## src/hw/lfosc_pkg.sv

```systemverilog
// Package: register map, field layout, reset values and codes of the LF oscillator control block
package lfosc_pkg;
    // Register indices; the byte address on the bus is four times the index
    localparam logic [7:0]  LF_CTRL_IDX      = 8'h86;
    localparam logic [7:0]  MULT_STAT_IDX    = 8'hB9;
    localparam logic [7:0]  EXT_CTRL_IDX     = 8'hC0;
    localparam logic [7:0]  CAP_CTRL_IDX     = 8'hC1;
    localparam logic [7:0]  T2_CAPT_IDX      = 8'hC2;
    localparam logic [7:0]  T3_CAPT_IDX      = 8'hC3;
    localparam int          ADDR_W           = 12;
    // Control register fields
    localparam int          LF_EN_BIT        = 7;
    localparam int          LF_RDY_BIT       = 6;
    localparam int          LF_TRIM_LSB      = 2;
    localparam int          LF_DIV_LSB       = 0;
    localparam logic [3:0]  LF_TRIM_RESET    = 4'h8;
    localparam logic [1:0]  LF_DIV_RESET     = 2'h0;
    // Divider codes
    localparam logic [1:0]  DIV_BY8          = 2'h0;
    localparam logic [1:0]  DIV_BY4          = 2'h1;
    localparam logic [1:0]  DIV_BY2          = 2'h2;
    localparam logic [1:0]  DIV_BY1          = 2'h3;
    // Fixed multiplier status: enable, init, ready set, rest zero
    localparam logic [7:0]  MULT_STAT_VALUE  = 8'hE0;
    // External oscillator modes, bits 6:4 of the ext control register
    localparam int          EXT_MODE_LSB     = 4;
    localparam int          EXT_CLKSEL_BIT   = 0;
    localparam int          EXT_PERSEL_BIT   = 1;
    localparam logic [2:0]  EXT_OFF          = 3'h0;
    localparam logic [2:0]  EXT_CMOS         = 3'h2;
    localparam logic [2:0]  EXT_CMOS_DIV2    = 3'h3;
    localparam logic [2:0]  EXT_RC           = 3'h4;
    localparam logic [2:0]  EXT_CAP          = 3'h5;
    localparam logic [2:0]  EXT_XTAL         = 3'h6;
    localparam logic [2:0]  EXT_XTAL_DIV2    = 3'h7;
    // Settling time of the LF oscillator in its own cycles
    localparam int          LF_SETTLE_CYC    = 16;
    localparam logic [1:0]  AXI_OKAY         = 2'h0;
    localparam logic [1:0]  AXI_SLVERR       = 2'h2;
endpackage

```

## src/hw/lfosc_ctrl.sv

```systemverilog
// LF oscillator control, legacy multiplier status, ext oscillator pin routing, AXI4-Lite slave
`timescale 1ns/1ps
// Summary of operation
// Multiplier enable bit 7 always reads one, writes have no effect.
// Multiplier initialize bit 6 and ready bit 5 always read one.
// Multiplier input select bits 1:0 always read zero.
// Multiplier bits 4:2 read zero; whole status register ignores writes.
// LF oscillator enable bit 7 turns the oscillator on; resets to zero.
// Divider code 00 divides by 8, 01 by 4, 10 by 2, 11 by 1.
// Ready bit 6 is read only; one once frequency has settled.
// Ready clears only on reset or a write changing the divider field.
// Trim bits 5:2 go to the oscillator core; 0000 fastest, 1111 slowest.
// Software changes trim only while the LF oscillator is disabled.
// Falling LF edge captures in timer 2, rising edge captures in timer 3.
// A capture copies current timer count bytes into that timer's reload bytes.
// Crystal mode uses P0.2 as crystal pin a and P0.3 as pin b.
// Capacitor, RC or CMOS mode uses only P0.3 as crystal pin b.
// Software makes the crossbar skip every pin the oscillator occupies.
// Software sets oscillator pins analog, or digital input in CMOS mode.
// External oscillator output selectable as system clock or peripheral clock.
// Multiplier status reports a working multiplier for software compatibility.
// Ready rises a fixed number of oscillator cycles after enable or divider change.
// Oscillator output passes a two-stage synchroniser before edge detection.
module lfosc_ctrl #(
    parameter int SETTLE_CYC = lfosc_pkg::LF_SETTLE_CYC
) (
    // Clock and reset
    input  wire logic                  aclk,
    input  wire logic                  aresetn,
    // AXI4-Lite write address and data
    input  wire logic [lfosc_pkg::ADDR_W-1:0] s_axi_awaddr,
    input  wire logic                  s_axi_awvalid,
    output logic                       s_axi_awready,
    input  wire logic [31:0]           s_axi_wdata,
    input  wire logic [3:0]            s_axi_wstrb,
    input  wire logic                  s_axi_wvalid,
    output logic                       s_axi_wready,
    // AXI4-Lite write response
    output logic [1:0]                 s_axi_bresp,
    output logic                       s_axi_bvalid,
    input  wire logic                  s_axi_bready,
    // AXI4-Lite read
    input  wire logic [lfosc_pkg::ADDR_W-1:0] s_axi_araddr,
    input  wire logic                  s_axi_arvalid,
    output logic                       s_axi_arready,
    output logic [31:0]                s_axi_rdata,
    output logic [1:0]                 s_axi_rresp,
    output logic                       s_axi_rvalid,
    input  wire logic                  s_axi_rready,
    // Oscillator core
    input  wire logic                  lf_osc_out,
    output logic                       lf_osc_enable,
    output logic [3:0]                 lf_osc_trim,
    output logic [1:0]                 lf_osc_divider,
    // Timer count bytes and reload load strobes
    input  wire logic [7:0]            t2_count_high,
    input  wire logic [7:0]            t2_count_low,
    input  wire logic [7:0]            t3_count_high,
    input  wire logic [7:0]            t3_count_low,
    output logic                       t2_capture,
    output logic                       t3_capture,
    output logic [15:0]                t2_reload,
    output logic [15:0]                t3_reload,
    // External oscillator pin use and clock routing
    output logic                       crystal_pin_a_use,
    output logic                       crystal_pin_b_use,
    output logic                       ext_sysclk_sel,
    output logic                       ext_periph_sel
);
    localparam int CNT_W = $clog2(SETTLE_CYC + 1);

    typedef enum logic [1:0] {
        LFOSC_OFF_S   = 2'b01,
        LFOSC_WAIT_S  = 2'b10
    } lfosc_state_t;

    typedef struct packed {
        logic                 awready;
        logic                 wready;
        logic                 bvalid;
        logic [1:0]           bresp;
        logic                 have_aw;
        logic                 have_w;
        logic [7:0]           waddr;
        logic [7:0]           wdata;
        logic                 wstrb0;
        logic                 arready;
        logic                 rvalid;
        logic [1:0]           rresp;
        logic [7:0]           rdata;
        logic                 en;
        logic                 rdy;
        logic [3:0]           trim;
        logic [1:0]           div;
        logic [7:0]           ext_ctrl;
        logic [1:0]           cap_en;
        lfosc_state_t         st;
        logic [CNT_W-1:0]     cnt;
        logic                 sync1;
        logic                 sync2;
        logic                 sync3;
        logic                 t2_cap;
        logic                 t3_cap;
        logic [15:0]          t2_rl;
        logic [15:0]          t3_rl;
        logic                 pin_a;
        logic                 pin_b;
    } lfosc_regs_t;

    lfosc_regs_t r_reg;
    lfosc_regs_t r_next;

    logic       do_write;
    logic       osc_rise;
    logic       osc_fall;
    logic [2:0] ext_mode;

    // ****************************************************************
    // Next state
    // ****************************************************************
    always_comb begin
        r_next = r_reg;
        r_next.t2_cap = 1'b0;
        r_next.t3_cap = 1'b0;
        // Write channel: address and data accepted in either order
        if (s_axi_awvalid && r_reg.awready) begin
            r_next.awready = 1'b0;
            r_next.have_aw = 1'b1;
            r_next.waddr   = s_axi_awaddr[9:2];
        end
        if (s_axi_wvalid && r_reg.wready) begin
            r_next.wready  = 1'b0;
            r_next.have_w  = 1'b1;
            r_next.wdata   = s_axi_wdata[7:0];
            r_next.wstrb0  = s_axi_wstrb[0];
        end
        do_write = r_reg.have_aw && r_reg.have_w && !r_reg.bvalid;
        if (do_write) begin
            r_next.bvalid  = 1'b1;
            r_next.have_aw = 1'b0;
            r_next.have_w  = 1'b0;
            r_next.bresp   = lfosc_pkg::AXI_OKAY;
            if (r_reg.wstrb0) begin
                case (r_reg.waddr)
                    lfosc_pkg::LF_CTRL_IDX: begin
                        r_next.en   = r_reg.wdata[lfosc_pkg::LF_EN_BIT];
                        r_next.trim = r_reg.wdata[lfosc_pkg::LF_TRIM_LSB +: 4];
                        r_next.div  = r_reg.wdata[lfosc_pkg::LF_DIV_LSB +: 2];
                    end
                    lfosc_pkg::EXT_CTRL_IDX: r_next.ext_ctrl = r_reg.wdata;
                    lfosc_pkg::CAP_CTRL_IDX: r_next.cap_en   = r_reg.wdata[1:0];
                    // Status register is read only: writes accepted and dropped
                    lfosc_pkg::MULT_STAT_IDX: r_next.bresp = lfosc_pkg::AXI_OKAY;
                    lfosc_pkg::T2_CAPT_IDX, lfosc_pkg::T3_CAPT_IDX: r_next.bresp = lfosc_pkg::AXI_OKAY;
                    default: r_next.bresp = lfosc_pkg::AXI_SLVERR;
                endcase
            end
        end
        if (r_reg.bvalid && s_axi_bready) begin
            r_next.bvalid  = 1'b0;
            r_next.awready = 1'b1;
            r_next.wready  = 1'b1;
        end
        // Read channel
        if (s_axi_arvalid && r_reg.arready) begin
            r_next.arready = 1'b0;
            r_next.rvalid  = 1'b1;
            r_next.rresp   = lfosc_pkg::AXI_OKAY;
            case (s_axi_araddr[9:2])
                lfosc_pkg::LF_CTRL_IDX:   r_next.rdata = {r_reg.en, r_reg.rdy, r_reg.trim, r_reg.div};
                lfosc_pkg::MULT_STAT_IDX: r_next.rdata = lfosc_pkg::MULT_STAT_VALUE;
                lfosc_pkg::EXT_CTRL_IDX:  r_next.rdata = r_reg.ext_ctrl;
                lfosc_pkg::CAP_CTRL_IDX:  r_next.rdata = {6'h00, r_reg.cap_en};
                lfosc_pkg::T2_CAPT_IDX:   r_next.rdata = r_reg.t2_rl[7:0];
                lfosc_pkg::T3_CAPT_IDX:   r_next.rdata = r_reg.t3_rl[7:0];
                default: begin
                    r_next.rdata = 8'h00;
                    r_next.rresp = lfosc_pkg::AXI_SLVERR;
                end
            endcase
        end
        if (r_reg.rvalid && s_axi_rready) begin
            r_next.rvalid  = 1'b0;
            r_next.arready = 1'b1;
        end
        // Oscillator output sampled twice before anything looks at it
        r_next.sync1 = lf_osc_out;
        r_next.sync2 = r_reg.sync1;
        r_next.sync3 = r_reg.sync2;
        osc_rise = r_reg.sync2 && !r_reg.sync3;
        osc_fall = !r_reg.sync2 && r_reg.sync3;
        // Settling model counts oscillator rising edges
        case (r_reg.st)
            LFOSC_OFF_S: begin
                r_next.cnt = '0;
                if (r_reg.en) begin
                    r_next.st = LFOSC_WAIT_S;
                end
            end
            LFOSC_WAIT_S: begin
                if (!r_reg.en) begin
                    r_next.st  = LFOSC_OFF_S;
                end else if (osc_rise && !r_reg.rdy) begin
                    if (r_reg.cnt == CNT_W'(SETTLE_CYC - 1)) begin
                        r_next.rdy = 1'b1;
                    end else begin
                        r_next.cnt = r_reg.cnt + 1'b1;
                    end
                end
            end
            default: r_next.st = LFOSC_OFF_S;
        endcase
        // Divider change restarts settling; disable alone leaves ready set
        if (do_write && r_reg.wstrb0 && r_reg.waddr == lfosc_pkg::LF_CTRL_IDX
                && r_reg.wdata[lfosc_pkg::LF_DIV_LSB +: 2] != r_reg.div) begin
            r_next.rdy = 1'b0;
            r_next.cnt = '0;
        end
        // Captures only while oscillator runs and the timer's capture mode is on
        if (r_reg.en && r_reg.cap_en[0] && osc_fall) begin
            r_next.t2_cap = 1'b1;
            r_next.t2_rl  = {t2_count_high, t2_count_low};
        end
        if (r_reg.en && r_reg.cap_en[1] && osc_rise) begin
            r_next.t3_cap = 1'b1;
            r_next.t3_rl  = {t3_count_high, t3_count_low};
        end
        // Pin use from the external oscillator mode
        ext_mode = r_reg.ext_ctrl[lfosc_pkg::EXT_MODE_LSB +: 3];
        r_next.pin_a = (ext_mode == lfosc_pkg::EXT_XTAL) || (ext_mode == lfosc_pkg::EXT_XTAL_DIV2);
        r_next.pin_b = (ext_mode != lfosc_pkg::EXT_OFF);
    end

    // ****************************************************************
    // State register
    // ****************************************************************
    always_ff @(posedge aclk) begin
        if (!aresetn) begin
            r_reg         <= '0;
            r_reg.awready <= 1'b1;
            r_reg.wready  <= 1'b1;
            r_reg.arready <= 1'b1;
            r_reg.trim    <= lfosc_pkg::LF_TRIM_RESET;
            r_reg.div     <= lfosc_pkg::LF_DIV_RESET;
            r_reg.st      <= LFOSC_OFF_S;
        end else begin
            r_reg <= r_next;
        end
    end

    // ****************************************************************
    // Outputs
    // ****************************************************************
    assign s_axi_awready     = r_reg.awready;
    assign s_axi_wready      = r_reg.wready;
    assign s_axi_bvalid      = r_reg.bvalid;
    assign s_axi_bresp       = r_reg.bresp;
    assign s_axi_arready     = r_reg.arready;
    assign s_axi_rvalid      = r_reg.rvalid;
    assign s_axi_rresp       = r_reg.rresp;
    assign s_axi_rdata       = {24'h000000, r_reg.rdata};
    assign lf_osc_enable     = r_reg.en;
    assign lf_osc_trim       = r_reg.trim;
    assign lf_osc_divider    = r_reg.div;
    assign t2_capture        = r_reg.t2_cap;
    assign t3_capture        = r_reg.t3_cap;
    assign t2_reload         = r_reg.t2_rl;
    assign t3_reload         = r_reg.t3_rl;
    assign crystal_pin_a_use = r_reg.pin_a;
    assign crystal_pin_b_use = r_reg.pin_b;
    assign ext_sysclk_sel    = r_reg.ext_ctrl[lfosc_pkg::EXT_CLKSEL_BIT];
    assign ext_periph_sel    = r_reg.ext_ctrl[lfosc_pkg::EXT_PERSEL_BIT];
endmodule // lfosc_ctrl

```

## config.mk

```make
export PLATFORM = sky130hd
export DESIGN_NAME = lfosc_ctrl
export DESIGN_NICKNAME = d
export VERILOG_FILES = /design/src/hw/lfosc_pkg.sv /design/src/hw/lfosc_ctrl.sv
export SDC_FILE = /design/constraint.sdc
export NUM_CORES = 1
export LEC_CHECK = 0
export BUFFER_PORTS_ARGS = -buffer_cell sky130_fd_sc_hd__buf_2
export CAP_MARGIN = 20
export CORE_MARGIN = 3
export CORE_UTILIZATION = 49
export DETAILED_ROUTE_END_ITERATION = 10
export HOLD_SLACK_MARGIN = 0.15
export PLACE_DENSITY = 0.81
export SYNTH_ARGS = -nofsm -noshare
export SYNTH_HDL_FRONTEND = slang
export SYNTH_SLANG_ARGS = --single-unit
```

## constraint.sdc

```tcl
create_clock -name aclk -period 1.9 [get_ports aclk]
set_input_delay 0.19 -clock aclk [delete_from_list [all_inputs] [get_ports aclk]]
set_output_delay 0.19 -clock aclk [all_outputs]
set_load 0.005 [all_outputs]
```

# Word-level counts from Yosys, hierarchy flattened
# Index checks and enable logic that the tools add are counted.
# word_totals
regBits	100
latchBits	0
mem_bits_rw	0
elab_cells	104
mem_bits_ro	0
out_inout_bits	86
n_memories	0
# op_classes
n_div	0
eq_ne	23
shifts	0
order_cmp	0
n_addsub	1
multipliers	0
mux	13
n_reduce_logical	36
bitwise_logic	1
# op_table
op	count
== test 8 bit (second input constant)	12
one-hot mux 8 bit (6 select lines)	1
logical AND 1 bit	17
2-to-1 mux 5 bit	3
OR reduction 6 bit	2
2-to-1 mux 2 bit	5
inequality test 2 bit (second input constant)	5
one-hot mux 5 bit (2 select lines)	1
AND reduction 3 bit	3
AND reduction 4 bit	2
OR reduction 2 bit	4
== test 3 bit (second input constant)	2
adder 5 x 1 -> 5 bit (second input constant)	1
== test 5 x 4 -> 1 bit (second input constant)	1
logical NOT 1 bit	4
one-hot mux 2 bit (2 select lines)	1
nonzero test 3 bit	1
== test 2 x 1 -> 1 bit (second input constant)	1
== test 2 bit (second input constant)	1
2-to-1 mux 1 bit	2
inequality test 2 bit	1
AND reduction 2 bit	1
nonzero test 2 bit	1
logical OR 1 bit	1
NOT 1 bit	1

# Depth between registers and ports, before layout
# Gate-level depths: netlist of run 1.
# depth
word_depth	6
depth_mapped	7

# Least setup slack after synthesis of run 1
# Ideal clock, no wire load.
# synth_timing
kind	reg-to-reg
startpoint	register r_reg[39] (netlist name)
endpoint	register r_reg[43] (netlist name)
required_time_ns	1.829
slack_ns	0.258
arrival_ns	1.572
stages_incl_launch_ff	8
cell_sequence	dfxtp_1 ha_1 and3_1 ha_1 nor2_1 nand3_1 or2_2 a21oi_1
# synth_via
elab_chain_cells	5
word_cells_on_any_way	8
classes_between	add/sub (1); eq/ne (2); mux (4); reduce/logical (1)
# synth_rtl
element	line	source
start: declaration	lfosc_ctrl.sv:110	lfosc_regs_t r_reg;
start signal: assignment	lfosc_ctrl.sv:247	r_reg <= r_next;
adder 5 x 1 -> 5 bit	lfosc_ctrl.sv:207	r_next.cnt = r_reg.cnt + 1'b1;
2-to-1 mux 5 bit	lfosc_ctrl.sv:204	if (r_reg.cnt == CNT_W'(SETTLE_CYC - 1)) begin
2-to-1 mux 5 bit	lfosc_ctrl.sv:203	end else if (osc_rise && !r_reg.rdy) begin
2-to-1 mux 5 bit	lfosc_ctrl.sv:201	if (!r_reg.en) begin
one-hot mux 5 bit (2 select lines)	lfosc_ctrl.sv:193	case (r_reg.st)
# Several ways; a longest one is shown, not always the timed one. The select of a mux whose other input is x is not followed.
# A chain may end at the register's enable or synchronous reset.

# Final worst setup path of run 1
# Same ends and word-level chain as after synthesis.

==> out/results.ini, run 1 <==
[synth]
syn_inst = 528
synthSimpleGateAreaFrac_pct = 22.1
synth-edff-count = 0
synth.yosys.warnings = 0
syn_area_um2 = 4600
avgSynthCellArea_um2 = 8.72
synthMuxAreaShare_pct = 5.63
synth_top_family_by_area = simple AND/OR/NAND/NOR gates
synth_fa_ha_area_share_pct = 0.544
ys_seq_elements = 98
synth_async_sr_flop_share_pct = 0
synth_xor_area_share_pct = 0.761
synth-compound-area-share_pct = 13.0
synth_ff_type = dfxtp_1
ys_seq_area_share_pct = 42.6
ys_types = 57

[timing]
period_share_pct = 90.6
fmax_mhz = 581
final_hold_viol_count = 0
rsz0062_at_grt = no
final-setup-viol-count = 0
fin_setup_tns_ns = 0
relSlewSlack_pct = 60.5
worst_pin_slew_ns = 0.592
period_minus_slack_ns = 1.72
skew_ns = 0.0106
drv_slew = 0

[place]
hpwlAfterDp_um = 8030
gp_congestion = 0.952
io_buffer_count = 124

[cts]
cts.htree.levels = 3
root_buffer = clkbuf_8
cts_tree = yes
clkTransAtPathRegs_ns = 0.09
cts_setup_buffers = 0
clkSinkCount = 98
clockBufferDepth = 2
clkLatencyLatePin_ns = 0.35
cts_buffers = 9

[route]
wl_per_cell_um = 15.3
drt_iter0_markers = 164
vias_per_cell = 5.27
wl_um = 11800
route.antenna.remaining_nets = 0
drc = 0
vias = 4051
dr.pass1.iters = 5

[cells_and_area]
nets = 757
layout_commonest_cell = buf_2
largest_register_ffs = 33
drive_above_1_share_pct = 25.3
antenna_cells = 0
fin_util_pct = 62.8
area_delta_synth_final_pct = 21.8
layout_common_cells = 124 x buf_2, 108 x nand2_1, 98 x dfxtp_1, 56 x dlygate4sd3_1, 55 x a21oi_1

[critical_path]
crit_required_ns = 2.19
rr_endpoint = r_reg[43]
crit_path_top_delay_cell = dfxtp_1
reg2regPathDepth = 7
end_kind = flop
r2r_setup_slack_ns = 0.18
reg2reg_from = r_reg[39]
crit_chain = ha_1, and3_1, ha_1, nor2_1, nand3_1, or2_2, a21oi_1
critPathKind = flop to flop
arrival_ns = 2.01
crit_fanout = 4
start_kind = flop
critPathMaxStageDelay_ns = 0.34
cp_common_cell = ha_1

[pwr]
pwr_density_cell_nw_per_um2 = 679
ir_drop_uv = 377
p_leak_nw = 2.52

[grt]
grt-ovfl-total = 0
gr-usage-all-layers_pct = 21.9
antenna_found_initial = 0
grt_pass1_wl_um = 18200
grt_pass1_vias = 3801
grt_max_degree = 42

[min_path]
hold_path_end = r_reg[85]
holdPathStages = 3
timing.hold.worst.start = s_axi_awvalid
hold_path_class = primary input to flop

[floorplan]
rows = 34
die_x_um = 103
start_util_pct = 51.5
die_h_um = 103
boundaryPins = 186
dieArea_um2 = 10600
core_um2 = 8930

[status]
outcome = finished, final reports clean

[flow_run]
maxCapViolCount = 0

==> power breakdown <==
group	switching (W)	internal [W]	leakage, nW
Combinational	0.000174	0.000196	1.64
Clock	0.000697	0.000611	0.0828
Sequential	0.0000389	0.00209	0.795
==> worst max-delay path, delay by kind of cell (launching register included) <==
kind | cells | cell delay [ns]
compound gates | 1 | 0.11
fa+ha+maj | 2 | 0.41
flops | 1 | 0.34
simple gates | 4 | 0.80
==> routing by layer <==
metal | GRT usage (%) | wire length [um] | part of all wire (%)
met5 | 0 | 0 | 0
met4 | 9.46 | 371 | 3.1
met3 | 4.47 | 781 | 6.6
met2 | 35.2 | 5720 | 49
met1 | 28.5 | 4910 | 42
==> cell families (layout without fill, tap and decap cells) <==
kind of cell | after synthesis | count (layout)
and+or+nand+nor | 205 | 205
buffers and inverters | 105 | 212
DFF | 98 | 98
AOI/OAI and AO/OA | 89 | 89
muxes | 24 | 24
xor gates and xnor gates | 4 | 4
adders and majority gates | 2 | 2
other | 1 | 26
==> synthesized netlist by cell type, types with 4 or more instances <==
| library cell | number | area [um2] |
|---|---|---|
| buf_4 | 76 | 571 |
| nand2_1 | 108 | 405 |
| mux2_2 | 5 | 56.3 |
| nor3_1 | 4 | 20.0 |
| nor2b_1 | 4 | 25.0 |
| inv_1 | 6 | 22.5 |
| a22o_1 | 5 | 43.8 |
| xor2_1 | 4 | 35.0 |
| clkbuf_1 | 14 | 52.6 |
| a22oi_1 | 4 | 30.0 |
| a21oi_1 | 55 | 275 |
| dfxtp_1 | 98 | 1960 |
| nor2_1 | 34 | 128 |
| nand3_1 | 15 | 75.1 |
| and2_1 | 8 | 50.1 |
| mux2i_1 | 18 | 180 |
==> worst max-delay path by stage <==
stage,startpoint,endpoint,slack (ns),depth (start not counted)
4_1_cts,r_reg[39],r_reg[43],0.18,7
3_5_place_dp,r_reg[39],r_reg[41],0.22,8
3_3_place_gp,r_reg[39],r_reg[43],0.26,7
6_report,r_reg[39],r_reg[43],0.18,7
5_1_grt,r_reg[39],r_reg[43],0.05,7
2_1_floorplan,r_reg[39],r_reg[43],0.26,7
==> layout make-up <==
cell class,instances,area (um2)
Multi-Input combinational cell,350,2030
Fill cell,728,3330
Tap cell,108,135
Timing Repair Buffer,190,1270
Sequential cell,98,1960
Clock buffer,12,135
Inverter,6,22.5
Clock inverter,4,52.6
==> what timing repair did <==
action,in CTS,in global routing
hold buffers,56,0
endpoints found under the hold margin,55,0
resized for setup,0,0
==> per-stage QoR <==
| step | hold slack (ns) | cells | area [um2] | setup slack, ns | total power [W] |
|---|---|---|---|---|---|
| finish | 0.187 | 768 | 5610 | 0.178 | 0.00381 |
| detailed placement | 0.403 | 696 | 4860 | 0.216 | 0.00245 |
| CTS | 0.174 | 768 | 5610 | 0.184 | 0.00382 |
| global placement | 0.402 | 696 | 4860 | 0.263 | 0.00244 |
| floorplan | 0.290 | 553 | 4700 | 0.258 | 0.00237 |
| global route | 0.193 | 768 | 5610 | 0.0474 | 0.00397 |
Power figures use the tool's default switching activity.
==> run 2, diff against run 1 <==
==> constraint.sdc (replaced) <==
create_clock -name aclk -period 1.8 [get_ports aclk]
set_input_delay 0.18 -clock aclk [delete_from_list [all_inputs] [get_ports aclk]]
set_output_delay 0.18 -clock aclk [all_outputs]
set_load 0.005 [all_outputs]
==> run 2 against run 1 <==
Routed wire length increased by 3.5%. Clock-buffer cell count is 1 lower. Global-route usage increased by 0.69 points. Critical path depth grew 1. Clock power increased by 27%. Highest routed layer unchanged. Critical path type unchanged. Register-to-register slack worse by 0.05 ns. Hold slack lost 0.024 ns. Critical endpoint is now r_reg[41]. Flip-flop and latch count did not move. Via count rose by 1.4%. Worst setup slack worse by 0.046 ns. Non-clock buffer count grew 4.
==> out/results.ini, run 2 (synthesis results as in run 1) <==
[cells_and_area]
area_delta_synth_final_pct = 23.6
layout_commonest_cell = buf_2
n_fill_cell = 705
largest_register_ffs = 33
nets = 761
layout_common_cells = 124 x buf_2, 108 x nand2_1, 98 x dfxtp_1, 56 x dlygate4sd3_1, 55 x a21oi_1
antenna_cells = 0
fin_util_pct = 63.7
drive_above_1_share_pct = 26.2

[route]
drc = 0
dr.pass1.iters = 8
vias = 4108
wl_per_cell_um = 15.8
route.antenna.remaining_nets = 0
wl_um = 12200
vias_per_cell = 5.32
drt_iter0_markers = 243

[timing]
fin_setup_tns_ns = 0
period_minus_slack_ns = 1.67
hold_slack_ns = 0.163
final_hold_viol_count = 0
drv_slew = 0
skew_ns = 0.0130
fmax_mhz = 600
final-setup-viol-count = 0
rsz0062_at_grt = no
period_share_pct = 92.6

[critical_path]
r2r_setup_slack_ns = 0.13
cp_top_family = simple AND/OR/NAND/NOR gates
start_kind = flop
reg2reg_from = r_reg[39]
critical_path_buf_inv_count = 1
cp_common_cell = ha_1
critPathKind = flop to flop
end_kind = flop
rr_endpoint = r_reg[41]
arrival_ns = 1.95
reg2regPathDepth = 8
crit_chain = ha_1, and3_1, ha_1, nor2_2, buf_4, nand4_1, xor2_1, nor3_1
critPathMaxStageDelay_ns = 0.33
crit_required_ns = 2.08
crit_fanout = 4
crit_path_top_delay_cell = dfxtp_1

[cts]
clockBufferDepth = 2
clkSinkCount = 98
clkLatencyLatePin_ns = 0.36
root_buffer = clkbuf_8
clkTransAtPathRegs_ns = 0.08
cts_buffers = 9
cts.htree.levels = 3
cts_tree = yes
cts_setup_buffers = 0

[floorplan]
core_um2 = 8930
rows = 34
die_x_um = 103
dieArea_um2 = 10600
boundaryPins = 186
die_h_um = 103
start_util_pct = 51.5

[grt]
grt_max_degree = 31
gr-usage-all-layers_pct = 22.6
antenna_found_initial = 0
grt_pass1_vias = 3830
grt_pass1_wl_um = 18600
grt-ovfl-total = 0

[pwr]
p_leak_nw = 2.58
pwr_density_cell_nw_per_um2 = 758
clockPowerShare_pct = 38.7
p_sw_w = 0.000975
swShare_pct = 22.6
comb_power_share_pct = 9.1
ir_drop_uv = 331
seqPwrFrac_pct = 52.1
p_int_w = 0.00334

[min_path]
hold_path_class = primary input to flop
hold_path_end = lf_osc_trim[3]
holdPathStages = 2
timing.hold.worst.start = aresetn

[place]
hpwlAfterDp_um = 8290
gp_congestion = 0.976
io_buffer_count = 124

[flow_run]
maxCapViolCount = 0

[status]
outcome = finished, final reports clean

[run 2: cell count changes in the layout (fill, tap and decap cells not counted)]
| cell | before | now |
|---|---|---|
| buf_4 | 9 | 13 |
| clkinv_2 | 0 | 1 |
| nand3_2 | 0 | 1 |
| nor2_1 | 34 | 33 |
| nor2_2 | 0 | 1 |
| nand3_1 | 15 | 14 |
| bufinv_16 | 1 | 3 |
| clkbuf_1 | 3 | 2 |
| clkinvlp_4 | 3 | 1 |
[run 2: how the worst max path moves through the flow]
stage	from	to	slack [ns]	cells after the start
after CTS	r_reg[39]	r_reg[43]	0.08	7
final	r_reg[39]	r_reg[41]	0.13	8
after global routing	r_reg[39]	r_reg[41]	0.02	8
after detailed placement	r_reg[39]	r_reg[43]	0.10	7
after global placement	r_reg[39]	r_reg[43]	0.18	7
after floorplan	r_reg[39]	r_reg[43]	0.16	7
[run 2: routing by layer]
metal  routed length [um]  vias up  track usage [%]
met4                  507        0             10.6
li1                     -     1958                -
met2                 5980      200             38.6
met1                 4820     1906             27.5
met5                    0        -                0
met3                  886       44             3.99
[run 2: worst reg2reg max path: stages, from the launching register on]
cell and delay [ns]:
dfxtp_1 0.33, ha_1 0.21, and3_1 0.20, ha_1 0.21
nor2_2 0.12, buf_4 0.14, nand4_1 0.11, xor2_1 0.16
nor3_1 0.12
[run 2: power groups by stage]
stage          logic [W]  clock network [W]  registers [W]
2_1_floorplan   0.000213                  0        0.00229
3_3_place_gp    0.000280                  0        0.00230
3_5_place_dp    0.000288                  0        0.00230
4_1_cts         0.000385            0.00169        0.00225
5_1_grt         0.000434            0.00177        0.00226
6_report        0.000395            0.00167        0.00225
[run 2: what timing repair did]
action                                  in CTS  in global routing
gates resized for setup                      0                  2
hold buffers                                56                  0
endpoints found under the setup margin       0                  2
endpoints found under the hold margin       55                  0
[run 2: final cells by class]
class                           count  area, um2  area share [%]
Multi-Input combinational cell    350       2040            35.8
Inverter                            6       22.5           0.396
Timing Repair Buffer              194       1300            22.8
Tap cell                          108        135            2.37
Sequential cell                    98       1960            34.5
Clock inverter                      5        103            1.80
Clock buffer                       11        131            2.31
[run 2: metrics by stage]
step,std cells,cell area (um2),worst slack [ns],total power (W)
3_3_place_gp,700,4890,0.183,0.00258
5_1_grt,772,5690,0.0239,0.00446
4_1_cts,772,5680,0.0829,0.00432
2_1_floorplan,553,4700,0.158,0.00250
3_5_place_dp,700,4890,0.103,0.00259
6_report,772,5690,0.133,0.00431
